--- src/irq_defines.vh ---
// Constants for the priority interrupt controller
`ifndef IRQ_DEFINES_VH
`define IRQ_DEFINES_VH
`define VEC_NMI       12'hffc
`define VEC_SRC1      12'hff6
`define VEC_SRC2      12'hff4
`define VEC_SRC3      12'hff2
`define VEC_SRC4      12'hff0
`define IOR_RESET     8'h00
`define IOR_LES_BIT   6
`define IOR_ESB_BIT   5
`define IOR_GEN_BIT   4
`define MODE_NORMAL   2'd0
`define MODE_IRQ      2'd1
`define MODE_NMI      2'd2
`define LDI_BUG_CYC   3
`define LDI_LEN_CYC   4
`endif

--- src/irq_sync.v ---
// Two-stage synchroniser for pin request lines
module irq_sync #(
  parameter         W       = 5,
  parameter [W-1:0] RST_VAL = {W{1'b1}}
) (
  input  wire         clk_i,
  input  wire         resetn_i,
  input  wire         ce_i,
  input  wire [W-1:0] d_i,
  output wire [W-1:0] q_o
);
  reg [W-1:0] s1_ff;
  reg [W-1:0] s2_ff;
  // Reset to each pin's idle level, else a false edge follows reset
  always @(posedge clk_i or negedge resetn_i) begin
    if (!resetn_i) begin
      s1_ff <= RST_VAL;
      s2_ff <= RST_VAL;
    end else if (ce_i) begin
      s1_ff <= d_i;
      s2_ff <= s1_ff;
    end
  end
  assign q_o = s2_ff;
endmodule

--- src/event_flags.v ---
// Per-event sticky flags OR-combined onto one request
module event_flags #(
  parameter N = 4
) (
  input  wire         clk_i,
  input  wire         resetn_i,
  input  wire         ce_i,
  input  wire [N-1:0] event_i,
  input  wire [N-1:0] clear_i,
  output reg  [N-1:0] flags_o,
  output wire         any_o
);
  genvar g;
  generate
    for (g = 0; g < N; g = g + 1) begin : gen_flag
      always @(posedge clk_i or negedge resetn_i) begin
        if (!resetn_i) begin
          flags_o[g] <= 1'b0;
        end else if (ce_i) begin
          // Set wins over a clear in the same cycle
          if (event_i[g]) begin
            flags_o[g] <= 1'b1;
          end else if (clear_i[g]) begin
            flags_o[g] <= 1'b0;
          end
        end
      end
    end
  endgenerate
  assign any_o = |flags_o;
endmodule

--- src/priority_interrupt_controller.v ---
// Interrupt controller of the core: detection, priority, entry and return
// Overview of operation
// RL1 - One NMI, four maskable, fixed vectors
// RL2 - Accept loads PC with source vector
// RL3 - NMI pre-empts; maskable never nests
// RL4 - Maskable priority fixed, source one first
// RL5 - Global enable off blocks maskable only
// RL6 - Global enable gates wake from stop/wait
// RL7 - NMI served but no wake when disabled
// RL8 - NMI latched, cleared at routine start
// RL9 - Source one level or falling edge
// RL10 - Source two edge, polarity selectable
// RL11 - Sources three, four level sensitive
// RL12 - Edge latch holds one request only
// RL13 - Level requests unstored, held by source
// RL14 - Sample at instruction end, skip next
// RL15 - Per-event flags identify OR-combined sources
// RL16 - Three carry/zero pairs switched on entry
// RL17 - Entry: swap, push, inhibit, clear, vector
// RL18 - Option clear write may skip flag swap
// RL19 - Return restores flags, pops PC
// RL20 - Option register write-only, reset cleared
// RL21 - Maskable pending held during NMI routine
`include "irq_defines.vh"
module priority_interrupt_controller #(
  parameter PC_W  = 12,
  parameter N_EV2 = 4,
  parameter N_EV3 = 4,
  parameter N_EV4 = 4
) (
  input  wire             clk_i,
  input  wire             resetn_i,
  input  wire             ce_i,
  input  wire             nmi_n_i,
  input  wire             src1_n_i,
  input  wire             src2_i,
  input  wire [N_EV2-1:0] ev2_i,
  input  wire [N_EV2-1:0] ev2_clr_i,
  input  wire [N_EV3-1:0] ev3_i,
  input  wire [N_EV3-1:0] ev3_clr_i,
  input  wire [N_EV4-1:0] ev4_i,
  input  wire [N_EV4-1:0] ev4_clr_i,
  input  wire             ior_wr_i,
  input  wire [7:0]       ior_data_i,
  input  wire             instr_end_i,
  input  wire             ldi_ior_clr_i,
  input  wire [1:0]       ldi_cycle_i,
  input  wire             sleep_i,
  input  wire [PC_W-1:0]  pc_i,
  input  wire             return_from_irq_i,
  input  wire             flag_wr_i,
  input  wire             carry_i,
  input  wire             zero_i,
  output reg              take_irq_o,
  output reg  [PC_W-1:0]  vector_o,
  output reg  [PC_W-1:0]  stack_pc_o,
  output reg              push_pc_o,
  output reg              pop_pc_o,
  output reg  [1:0]       mode_o,
  output wire             carry_o,
  output wire             zero_o,
  output reg              wake_o,
  output wire [N_EV2-1:0] ev2_flags_o,
  output wire [N_EV3-1:0] ev3_flags_o,
  output wire [N_EV4-1:0] ev4_flags_o,
  output wire             global_irq_enable_o
);
  localparam [2:0] ST_RUN   = 3'b001;
  localparam [2:0] ST_ENTRY = 3'b010;
  localparam [2:0] ST_SLEEP = 3'b100;

  // Pin inputs pass two flip-flops
  wire [2:0] pins_s;
  irq_sync #(
    .W      (3),
    .RST_VAL(3'b011)
  ) u_sync (
    .clk_i    (clk_i),
    .resetn_i (resetn_i),
    .ce_i     (ce_i),
    .d_i      ({src2_i, src1_n_i, nmi_n_i}),
    .q_o      (pins_s)
  );
  wire nmi_n_s  = pins_s[0];
  wire src1_n_s = pins_s[1];
  wire src2_s   = pins_s[2];

  // Peripheral events keep their own flags for polling
  wire any2;
  wire any3;
  wire any4;
  event_flags #(.N(N_EV2)) u_ev2 (
    .clk_i   (clk_i),
    .resetn_i(resetn_i),
    .ce_i    (ce_i),
    .event_i (ev2_i),
    .clear_i (ev2_clr_i),
    .flags_o (ev2_flags_o),
    .any_o   (any2)
  ); // [RL15]
  event_flags #(.N(N_EV3)) u_ev3 (
    .clk_i   (clk_i),
    .resetn_i(resetn_i),
    .ce_i    (ce_i),
    .event_i (ev3_i),
    .clear_i (ev3_clr_i),
    .flags_o (ev3_flags_o),
    .any_o   (any3)
  );
  event_flags #(.N(N_EV4)) u_ev4 (
    .clk_i   (clk_i),
    .resetn_i(resetn_i),
    .ce_i    (ce_i),
    .event_i (ev4_i),
    .clear_i (ev4_clr_i),
    .flags_o (ev4_flags_o),
    .any_o   (any4)
  );

  reg  [7:0]      irq_option_reg_ff;
  reg             nmi_d_ff;
  reg             src1_d_ff;
  reg             src2_d_ff;
  reg             nmi_latch_ff;
  reg             src1_latch_ff;
  reg             src2_latch_ff;
  reg  [2:0]      state_ff;
  reg  [2:0]      sel_ff;
  reg  [1:0]      prev_mode_ff;
  reg             noswap_ff;
  reg             carry_flag_normal_ff;
  reg             zero_flag_normal_ff;
  reg             carry_flag_irq_ff;
  reg             zero_flag_irq_ff;
  reg             carry_nmi_ff;
  reg             zero_nmi_ff;
  reg  [1:0]      flagset_ff;

  wire global_irq_enable  = irq_option_reg_ff[`IOR_GEN_BIT];
  wire src1_level_select  = irq_option_reg_ff[`IOR_LES_BIT];
  wire src2_edge_polarity = irq_option_reg_ff[`IOR_ESB_BIT];
  assign global_irq_enable_o = global_irq_enable;

  wire nmi_fall  = nmi_d_ff & ~nmi_n_s;
  wire src1_fall = src1_d_ff & ~src1_n_s;
  wire src2_edge = src2_edge_polarity ? (~src2_d_ff & src2_s) : (src2_d_ff & ~src2_s); // [RL10]

  // Level requests are read live, never stored
  wire req1 = src1_level_select ? ~src1_n_s : src1_latch_ff; // [RL9] [RL13]
  wire req2 = src2_latch_ff | any2;
  wire req3 = any3; // [RL11]
  wire req4 = any4;
  wire mask_ok = global_irq_enable && (mode_o == `MODE_NORMAL); // [RL5] [RL3] [RL21]
  wire nmi_ok  = nmi_latch_ff && (mode_o != `MODE_NMI); // [RL3]
  wire mask_any = mask_ok && (req1 | req2 | req3 | req4);
  wire any_req  = nmi_ok | mask_any;

  // Source select, NMI above source one above ... source four
  reg [2:0]      nxt_sel;
  reg [PC_W-1:0] nxt_vec;
  always @* begin
    nxt_sel = 3'd0;
    nxt_vec = `VEC_NMI;
    if (nmi_ok) begin
      nxt_sel = 3'd0;
      nxt_vec = `VEC_NMI;
    end else if (req1) begin
      nxt_sel = 3'd1;
      nxt_vec = `VEC_SRC1;
    end else if (req2) begin
      nxt_sel = 3'd2;
      nxt_vec = `VEC_SRC2;
    end else if (req3) begin
      nxt_sel = 3'd3;
      nxt_vec = `VEC_SRC3;
    end else begin
      nxt_sel = 3'd4;
      nxt_vec = `VEC_SRC4;
    end
  end // [RL1] [RL4]

  // Wake needs global enable even for the NMI
  wire wake_req = global_irq_enable &&
                  (nmi_latch_ff || req1 || req2 || req3 || req4); // [RL6] [RL7]
  wire start = (state_ff == ST_RUN) && instr_end_i && any_req; // [RL14]
  // Reproduce the early-cycle option-clear defect
  wire bug_hit = ldi_ior_clr_i && (ldi_cycle_i < `LDI_BUG_CYC) &&
                 (mode_o == `MODE_NORMAL) && !nmi_ok; // [RL18]

  always @(posedge clk_i or negedge resetn_i) begin
    if (!resetn_i) begin
      irq_option_reg_ff <= `IOR_RESET;
      nmi_d_ff          <= 1'b1;
      src1_d_ff         <= 1'b1;
      src2_d_ff         <= 1'b0;
      nmi_latch_ff      <= 1'b0;
      src1_latch_ff     <= 1'b0;
      src2_latch_ff     <= 1'b0;
      state_ff          <= ST_RUN;
      sel_ff            <= 3'd0;
      prev_mode_ff      <= `MODE_NORMAL;
      noswap_ff         <= 1'b0;
      take_irq_o        <= 1'b0;
      vector_o          <= {PC_W{1'b0}};
      stack_pc_o        <= {PC_W{1'b0}};
      push_pc_o         <= 1'b0;
      pop_pc_o          <= 1'b0;
      mode_o            <= `MODE_NORMAL;
      wake_o            <= 1'b0;
      flagset_ff        <= `MODE_NORMAL;
    end else if (ce_i) begin
      take_irq_o <= 1'b0;
      push_pc_o  <= 1'b0;
      pop_pc_o   <= 1'b0;
      wake_o     <= 1'b0;
      nmi_d_ff   <= nmi_n_s;
      src1_d_ff  <= src1_n_s;
      src2_d_ff  <= src2_s;
      if (ior_wr_i) begin
        irq_option_reg_ff <= ior_data_i; // [RL20]
      end
      // Edge latches: one request kept, set beats clear
      if (nmi_fall) begin
        nmi_latch_ff <= 1'b1; // [RL8]
      end else if (state_ff == ST_ENTRY && sel_ff == 3'd0) begin
        nmi_latch_ff <= 1'b0; // [RL8] [RL17]
      end
      if (!src1_level_select && src1_fall) begin
        src1_latch_ff <= 1'b1; // [RL12]
      end else if (src1_level_select ||
                   (state_ff == ST_ENTRY && sel_ff == 3'd1)) begin
        src1_latch_ff <= 1'b0; // [RL12]
      end
      if (src2_edge) begin
        src2_latch_ff <= 1'b1; // [RL12]
      end else if (state_ff == ST_ENTRY && sel_ff == 3'd2) begin
        src2_latch_ff <= 1'b0;
      end
      case (state_ff)
        ST_RUN: begin
          if (sleep_i) begin
            state_ff <= ST_SLEEP;
          end else if (start) begin
            // Swap flag set and push PC in the first entry cycle
            sel_ff       <= nxt_sel;
            vector_o     <= nxt_vec; // [RL2]
            stack_pc_o   <= pc_i;
            push_pc_o    <= 1'b1;
            prev_mode_ff <= mode_o;
            noswap_ff    <= bug_hit && (nxt_sel != 3'd0);
            flagset_ff   <= (nxt_sel == 3'd0) ? `MODE_NMI :
                            (bug_hit ? `MODE_NORMAL : `MODE_IRQ); // [RL16] [RL17] [RL18]
            mode_o       <= (nxt_sel == 3'd0) ? `MODE_NMI : `MODE_IRQ; // [RL17]
            state_ff     <= ST_ENTRY;
          end else if (return_from_irq_i && mode_o != `MODE_NORMAL) begin
            mode_o     <= prev_mode_ff;
            flagset_ff <= prev_mode_ff; // [RL19]
            prev_mode_ff <= `MODE_NORMAL;
            pop_pc_o   <= 1'b1; // [RL19]
          end
        end
        ST_ENTRY: begin
          // Latch cleared above, vector now issued
          take_irq_o <= 1'b1; // [RL17]
          state_ff   <= ST_RUN;
        end
        ST_SLEEP: begin
          if (wake_req) begin
            wake_o   <= 1'b1; // [RL6]
            state_ff <= ST_RUN;
          end
        end
        default: begin
          state_ff <= ST_RUN;
        end
      endcase
    end
  end

  // Three carry/zero pairs, the active one selected by flag set
  always @(posedge clk_i or negedge resetn_i) begin
    if (!resetn_i) begin
      carry_flag_normal_ff <= 1'b0;
      zero_flag_normal_ff  <= 1'b0;
      carry_flag_irq_ff    <= 1'b0;
      zero_flag_irq_ff     <= 1'b0;
      carry_nmi_ff         <= 1'b0;
      zero_nmi_ff          <= 1'b0;
    end else if (ce_i && flag_wr_i) begin
      case (flagset_ff)
        `MODE_IRQ: begin
          carry_flag_irq_ff <= carry_i;
          zero_flag_irq_ff  <= zero_i;
        end
        `MODE_NMI: begin
          carry_nmi_ff <= carry_i;
          zero_nmi_ff  <= zero_i;
        end
        default: begin
          carry_flag_normal_ff <= carry_i;
          zero_flag_normal_ff  <= zero_i;
        end
      endcase
    end
  end // [RL16]

  assign carry_o = (flagset_ff == `MODE_IRQ) ? carry_flag_irq_ff :
                   (flagset_ff == `MODE_NMI) ? carry_nmi_ff : carry_flag_normal_ff;
  assign zero_o  = (flagset_ff == `MODE_IRQ) ? zero_flag_irq_ff :
                   (flagset_ff == `MODE_NMI) ? zero_nmi_ff : zero_flag_normal_ff;
endmodule

--- config.mk ---
export PLATFORM = sky130hd
export DESIGN_NAME = priority_interrupt_controller
export DESIGN_NICKNAME = d
export VERILOG_FILES = /design/src/irq_sync.v /design/src/event_flags.v /design/src/priority_interrupt_controller.v
export VERILOG_INCLUDE_DIRS = /design/src
export SDC_FILE = /design/constraint.sdc
export NUM_CORES = 1
export LEC_CHECK = 0
export ABC_CLOCK_PERIOD_IN_PS = 2370
export BUFFER_PORTS_ARGS = -buffer_cell sky130_fd_sc_hd__buf_2
export CAP_MARGIN = 20
export CORE_MARGIN = 1.5
export CORE_UTILIZATION = 48
export CTS_CLUSTER_DIAMETER = 80
export CTS_CLUSTER_SIZE = 40
export DETAILED_ROUTE_END_ITERATION = 12
export PLACE_DENSITY_LB_ADDON = 0.3
export SYNTH_ARGS = -nofsm -noshare
export SYNTH_HDL_FRONTEND = slang
export SYNTH_SLANG_ARGS = --single-unit
--- constraint.sdc ---
create_clock -name clk_i -period 2.37 [get_ports clk_i]
set_input_delay 0.1185 -clock clk_i [delete_from_list [all_inputs] [get_ports clk_i]]
set_output_delay 0.1185 -clock clk_i [all_outputs]
set_load 0.1 [all_outputs]
## After elaboration in Yosys (flattened, before gate mapping)

Index checks and enable logic that the tools add are counted.

- Register bits after elaboration: 77
- Output and inout port bits: 45
- Word-level logic and storage cells: 198

- Order comparisons: 1
- Equality and inequality tests: 10
- Mux-type cells: 66
- Bitwise logic cells: 15
- Reductions and logical operators: 68

Operator list:

| kind | count |
|---|---|
| $mux 1 | 47 |
| $reduce_and 2->1 | 19 |
| $reduce_bool 2->1 | 17 |
| $mux 3 | 9 |
| $mux 2 | 8 |
| $logic_and 1x1->1 | 15 |
| $mux 12 | 1 |
| $reduce_or 4->1 | 3 |
| $reduce_and 4->1 | 2 |
| $eq 3x1->1 const B | 2 |
| $eq 3x2->1 const B | 2 |
| $logic_not 3->1 | 2 |
| $not 1->1 | 6 |
| $pmux 3 s2 | 1 |
| $logic_or 1x1->1 | 5 |
| $or 1x1->1 | 5 |
| $and 1x1->1 | 4 |
| $ne 2x2->1 const B | 2 |
| $eq 3x3->1 const B | 1 |
| $ne 3x3->1 const B | 1 |
| $reduce_and 3->1 | 1 |
| $eq 2x1->1 const B | 1 |
| $eq 2x2->1 const B | 1 |
| $logic_not 1->1 | 2 |
| 3 further kinds | 3 |

## Logic depth before layout (Yosys ltp)

- Depth after elaboration: 11
- Depth in mapped cells: 6
- Gate-level depth less buffers: 5

## Hierarchy

Synthesis repeated with hierarchy kept, for this count alone.

- Cells, all modules: 265
- Area total of the unflattened synthesis: 2911.5 µm²

Modules (own cells, without submodules):

| module | times used | cells an instance | area an instance (µm²) |
|---|---|---|---|
| priority_interrupt_controller | 1 | 210 | 2163.3 |
| event_flags | 3 | 14 | 163.9 |
| irq_sync | 1 | 13 | 256.5 |

## Worst setup path before layout

Ideal clock, no wire load.

- Kind: reg2out
- Start point: register, netlist name mode_o[1]
- End point: output carry_o
- Arrival: 2.896 ns
- Data required time: 2.251 ns
- Slack: -0.644 ns
- Stages on the path, launching flop included: 4
- Path buffers: 0
- Path through: dfrtp_1 ha_1 mux2i_1 o21ai_0

RTL lines:

| what | line | RTL |
|---|---|---|
| end, declared | priority_interrupt_controller.v:60 | `output wire carry_o,` |

## Final worst setup path

- Start point: register u_ev4.flags_o[1]
- End point: register mode_o[0]

- Longest elaborated chain between the ends: 7

Ends and longest elaborated chain:

| what | line | RTL |
|---|---|---|
| start, declared | event_flags.v:10 | `output reg [N-1:0] flags_o,` |
| start signal, assigned by index | event_flags.v:18 | `flags_o[g] <= 1'b0;` |
| start signal, assigned by index | event_flags.v:22 | `flags_o[g] <= 1'b1;` |
| start signal, assigned by index | event_flags.v:24 | `flags_o[g] <= 1'b0;` |
| $reduce_or 4->1 (*) | event_flags.v:30 | `assign any_o = \|flags_o;` |
| $or 1x1->1 (*) | priority_interrupt_controller.v:155 | `wire mask_any = mask_ok && (req1 \| req2 \| req3 \| req4);` |
| $logic_and 1x1->1 (*) | priority_interrupt_controller.v:155 |  |
| $or 1x1->1 (*) | priority_interrupt_controller.v:156 | `wire any_req = nmi_ok \| mask_any;` |
| $logic_and 1x1->1 (*) | priority_interrupt_controller.v:185 | `wire start = (state_ff == ST_RUN) && instr_end_i && any_req;` |
| $reduce_bool 2->1 (no source line) | - |  |
| $reduce_and 4->1 (no source line) | - |  |
| end signal, assigned | priority_interrupt_controller.v:208 | `` mode_o <= `MODE_NORMAL; `` |
| end signal, assigned | priority_interrupt_controller.v:253 | `` mode_o <= (nxt_sel == 3'd0) ? `MODE_NMI : `MODE_IRQ; `` |
| end signal, assigned | priority_interrupt_controller.v:256 | `mode_o <= prev_mode_ff;` |
| end, declared | priority_interrupt_controller.v:59 | `output reg [1:0] mode_o,` |

Mark *: on every way between the ends. The rest lies on a longest branch, timed or not.
A chain may end at the register's enable or synchronous reset.

==> flow_summary.ini <==
[run_status]
outcome = finished clean

[synthesis]
ys_warn_count = 0
ys_seq_elements = 63
synthSimpleGateAreaFrac = 0.160
netlist_instances = 266
syn_area_sq_um = 2920
netlist.top_cell.by_area = dfrtp_1
async_reset_ff_frac = 1.00
synth_top_area_frac = 0.480
synthAdderAreaFrac = 0.00858
synthMuxAreaShare = 0.0849
synth_flop_cell = dfrtp_1
synth-edff-count = 0
synth_top_family_by_area = simple AND/OR/NAND/NOR gates
synth-xor-area-share = 0
synth-compound-area-share = 0.150
syn_nets = 328
ys_types = 50
syn_avg_cell_area_sq_um = 11.0
yosysSeqAreaShare = 0.543
synthTopCellsByArea = dfrtp_1 48%, nand2_1 8.2%, mux2_2 6.9%, dfstp_2 6.3%, a22o_1 4.2%

[critical_path]
path_max_fanout = 8
startpoint_type = register
crit_family = compound AO/OA/AOI/OAI gates
critPathMaxStageDelay_ns = 0.61
crit_type = reg -> reg
path_cells = or4_1, a2111oi_4, a21oi_2, nand2b_1, a22o_1
crit_buf_inv = 0
crit_required_ns = 2.58
worstPathArrival_ns = 2.36
crit_slowest_cell = or4_1
critical_path.endpoint_type = register

[placement]
gp_congestion = 0.813
placed_area_sq_um = 3460
dp_hpwl_microns = 4490
port_buffers = 98

[timing]
setup_violations = 0
fin_crit_ns = 2.16
slew_headroom = 0.515
fin_tns_setup_ns = 0
hold_violations = 0
rsz0062_at_grt = false
final-max-slew-violation-count = 0
skew_ns = 0.00534
fin_crit_sh = 0.910
fmax_mhz = 464
worst_slew_pin_slew_ns = 0.728

[floorplanning]
core_area_sq_um = 5890
pin_count = 105
die_w_microns = 81.0
die_y_microns = 81.0
die_area_sq_um = 6560
initial_core_util = 0.496
core.rowCount = 28

[cells_and_area]
finalNetCount = 438
drive_gt1_frac = 0.433
register_area_sq_um = 1600
syn_to_final_growth_pct = 29.0
multi_input_comb_area_sq_um = 1180
fillers = 515
finalInstanceArea_sq_um = 3760
antenna_cells = 0

[routing]
vias = 2346
via_per_inst = 5.14
firstDrtPassIters = 4
routed_wl_microns = 6260
drtIter0Drc = 76
antenna_left = 0
avgRoutedWirePerCell_microns = 13.7
drc = 0

[clocking]
clk_path_buf_depth = 2
clk_pin_slew_ns = 0.06
cts_tree = yes
clk_latency_ns = 0.32
cts_buffers = 9
htree_levels = 3
clock-root-buffer = clkbuf_8
cts.sinks = 63

[global_route]
grt_overflow_total = 0
antenna_found_initial = 0
first_global_vias = 2293
grt_max_degree = 40
track_usage = 0.210
grt_pass1_wl_microns = 10400

[power_and_ir_drop]
leakage_nw = 1.84
pwr_density_cell_nw_per_um2 = 1450
worst_ir_drop_vdd_mv = 1.25

[job]
drv_cap = 0

[min_path]
hold_class = in -> reg
## layer usage
layer / vias to the layer above / wire, microns / part of all wire / GRT usage
met2: 77 / 3120 / 0.50 / 0.353
met1: 1115 / 2650 / 0.42 / 0.256
li1: 1139 / - / - / -
met3: 15 / 339 / 0.054 / 0.0539
met4: 0 / 150 / 0.024 / 0.0931
met5: - / 0 / 0 / 0
## report_power, final
part,internal [mW],switching (mW)
Sequential,1.41,0.258
Clock,0.440,0.370
Combinational,0.593,2.41
Total,2.44,3.03
## cell usage in the layout, fill, tap and decap left out, types with 2 or more instances in the layout
master | synthesis | routed
buf_12 | 0 | 2
nand2_1 | 64 | 64
buf_2 | 1 | 98
dfstp_2 | 7 | 7
inv_1 | 8 | 8
dfrtp_1 | 56 | 44
dlygate4sd3_1 | 0 | 13
nand3b_1 | 3 | 3
o21ai_1 | 0 | 2
clkbuf_8 | 1 | 11
nand3_1 | 5 | 5
mux2_2 | 18 | 18
o31ai_1 | 2 | 2
nor2b_1 | 3 | 3
dfrtp_2 | 0 | 12
or4_1 | 2 | 2
mux2i_1 | 3 | 3
clkbuf_1 | 4 | 5
a31oi_1 | 2 | 2
o21ai_0 | 12 | 10
buf_4 | 12 | 4
a21oi_2 | 2 | 2
nand2b_1 | 5 | 5
nor3_1 | 4 | 4
nor2_1 | 6 | 6
ha_1 | 2 | 2
a21oi_1 | 4 | 4
a22o_1 | 14 | 14
## cell usage after synthesis (all sizes together), types with 2 or more instances
cell and count:
nand2b 5, nor2 6, nand2 64, dfrtp 56
inv 8, nor3 4, nand3b 3, a21oi 6
or2 2, dfstp 7, a31oi 2, o21ai 12
mux2 19, ha 2, nor2b 3, or2b 2
or4 3, a22o 15, buf 13, o31ai 2
o41ai 2, mux2i 3, nand3 5, o21bai 2
clkbuf 5
## flip-flops by register name, indices dropped and copies added, names as in the netlist, 2 cells and up
signal / flops
irq_option_reg_ff: 3
u_sync.s1_ff: 3
u_sync.q_o: 3
vector_o: 3
u_ev3.flags_o: 4
u_ev2.flags_o: 4
state_ff: 3
prev_mode_ff: 2
sel_ff: 3
u_ev4.flags_o: 4
mode_o: 2
stack_pc_o: 12
## worst paths after layout
path / startpoint / endpoint / slack, ns / cells past startpoint
max in group asynchronous: resetn_i / u_sync.q_o[1] / 1.29 / 3
min reg2reg: stack_pc_o[0] / stack_pc_o[0] / 0.47 / 2
min in group asynchronous: resetn_i / irq_option_reg_ff[5] / 0.39 / 2
max: u_ev4.flags_o[1] / mode_o[0] / 0.21 / 5
max reg2reg: u_ev4.flags_o[1] / mode_o[0] / 0.21 / 5
min: ior_data_i[6] / irq_option_reg_ff[6] / 0.03 / 2
## through the flow
step,cells,utilization,total power [mW],setup WS (ns),hold WS (ns)
floorplan,266,-,4.24,0.0604,-0.177
finish,456,0.639,5.47,0.214,0.0279
CTS,456,0.639,5.51,0.203,0.00974
global route,456,0.639,5.75,0.0887,0.0112
detailed placement,427,0.588,4.68,0.219,0.232
global placement,427,0.588,4.62,0.233,0.215
## final cells by class
cell class,count,share of cell area
Sequential cell,63,0.425
Multi-Input combinational cell,177,0.313
Timing Repair Buffer,117,0.184
Clock buffer,16,0.0452
Tap cell,75,0.0249
Inverter,8,0.00798
## cell families after synthesis
group | after synthesis
AOI/OAI and AO/OA | 52
adders and majority gates | 2
buffers and inverters | 26
DFF | 63
muxes | 22
other | 1
and+or+nand+nor | 100
## repair_timing
item                                   in CTS  in global routing
endpoints found under the hold margin      41                  0
hold buffers                               13                  0
gates resized for setup                     0                  0
buffers inserted                            0                  0
Power figures use the tool's default switching activity.
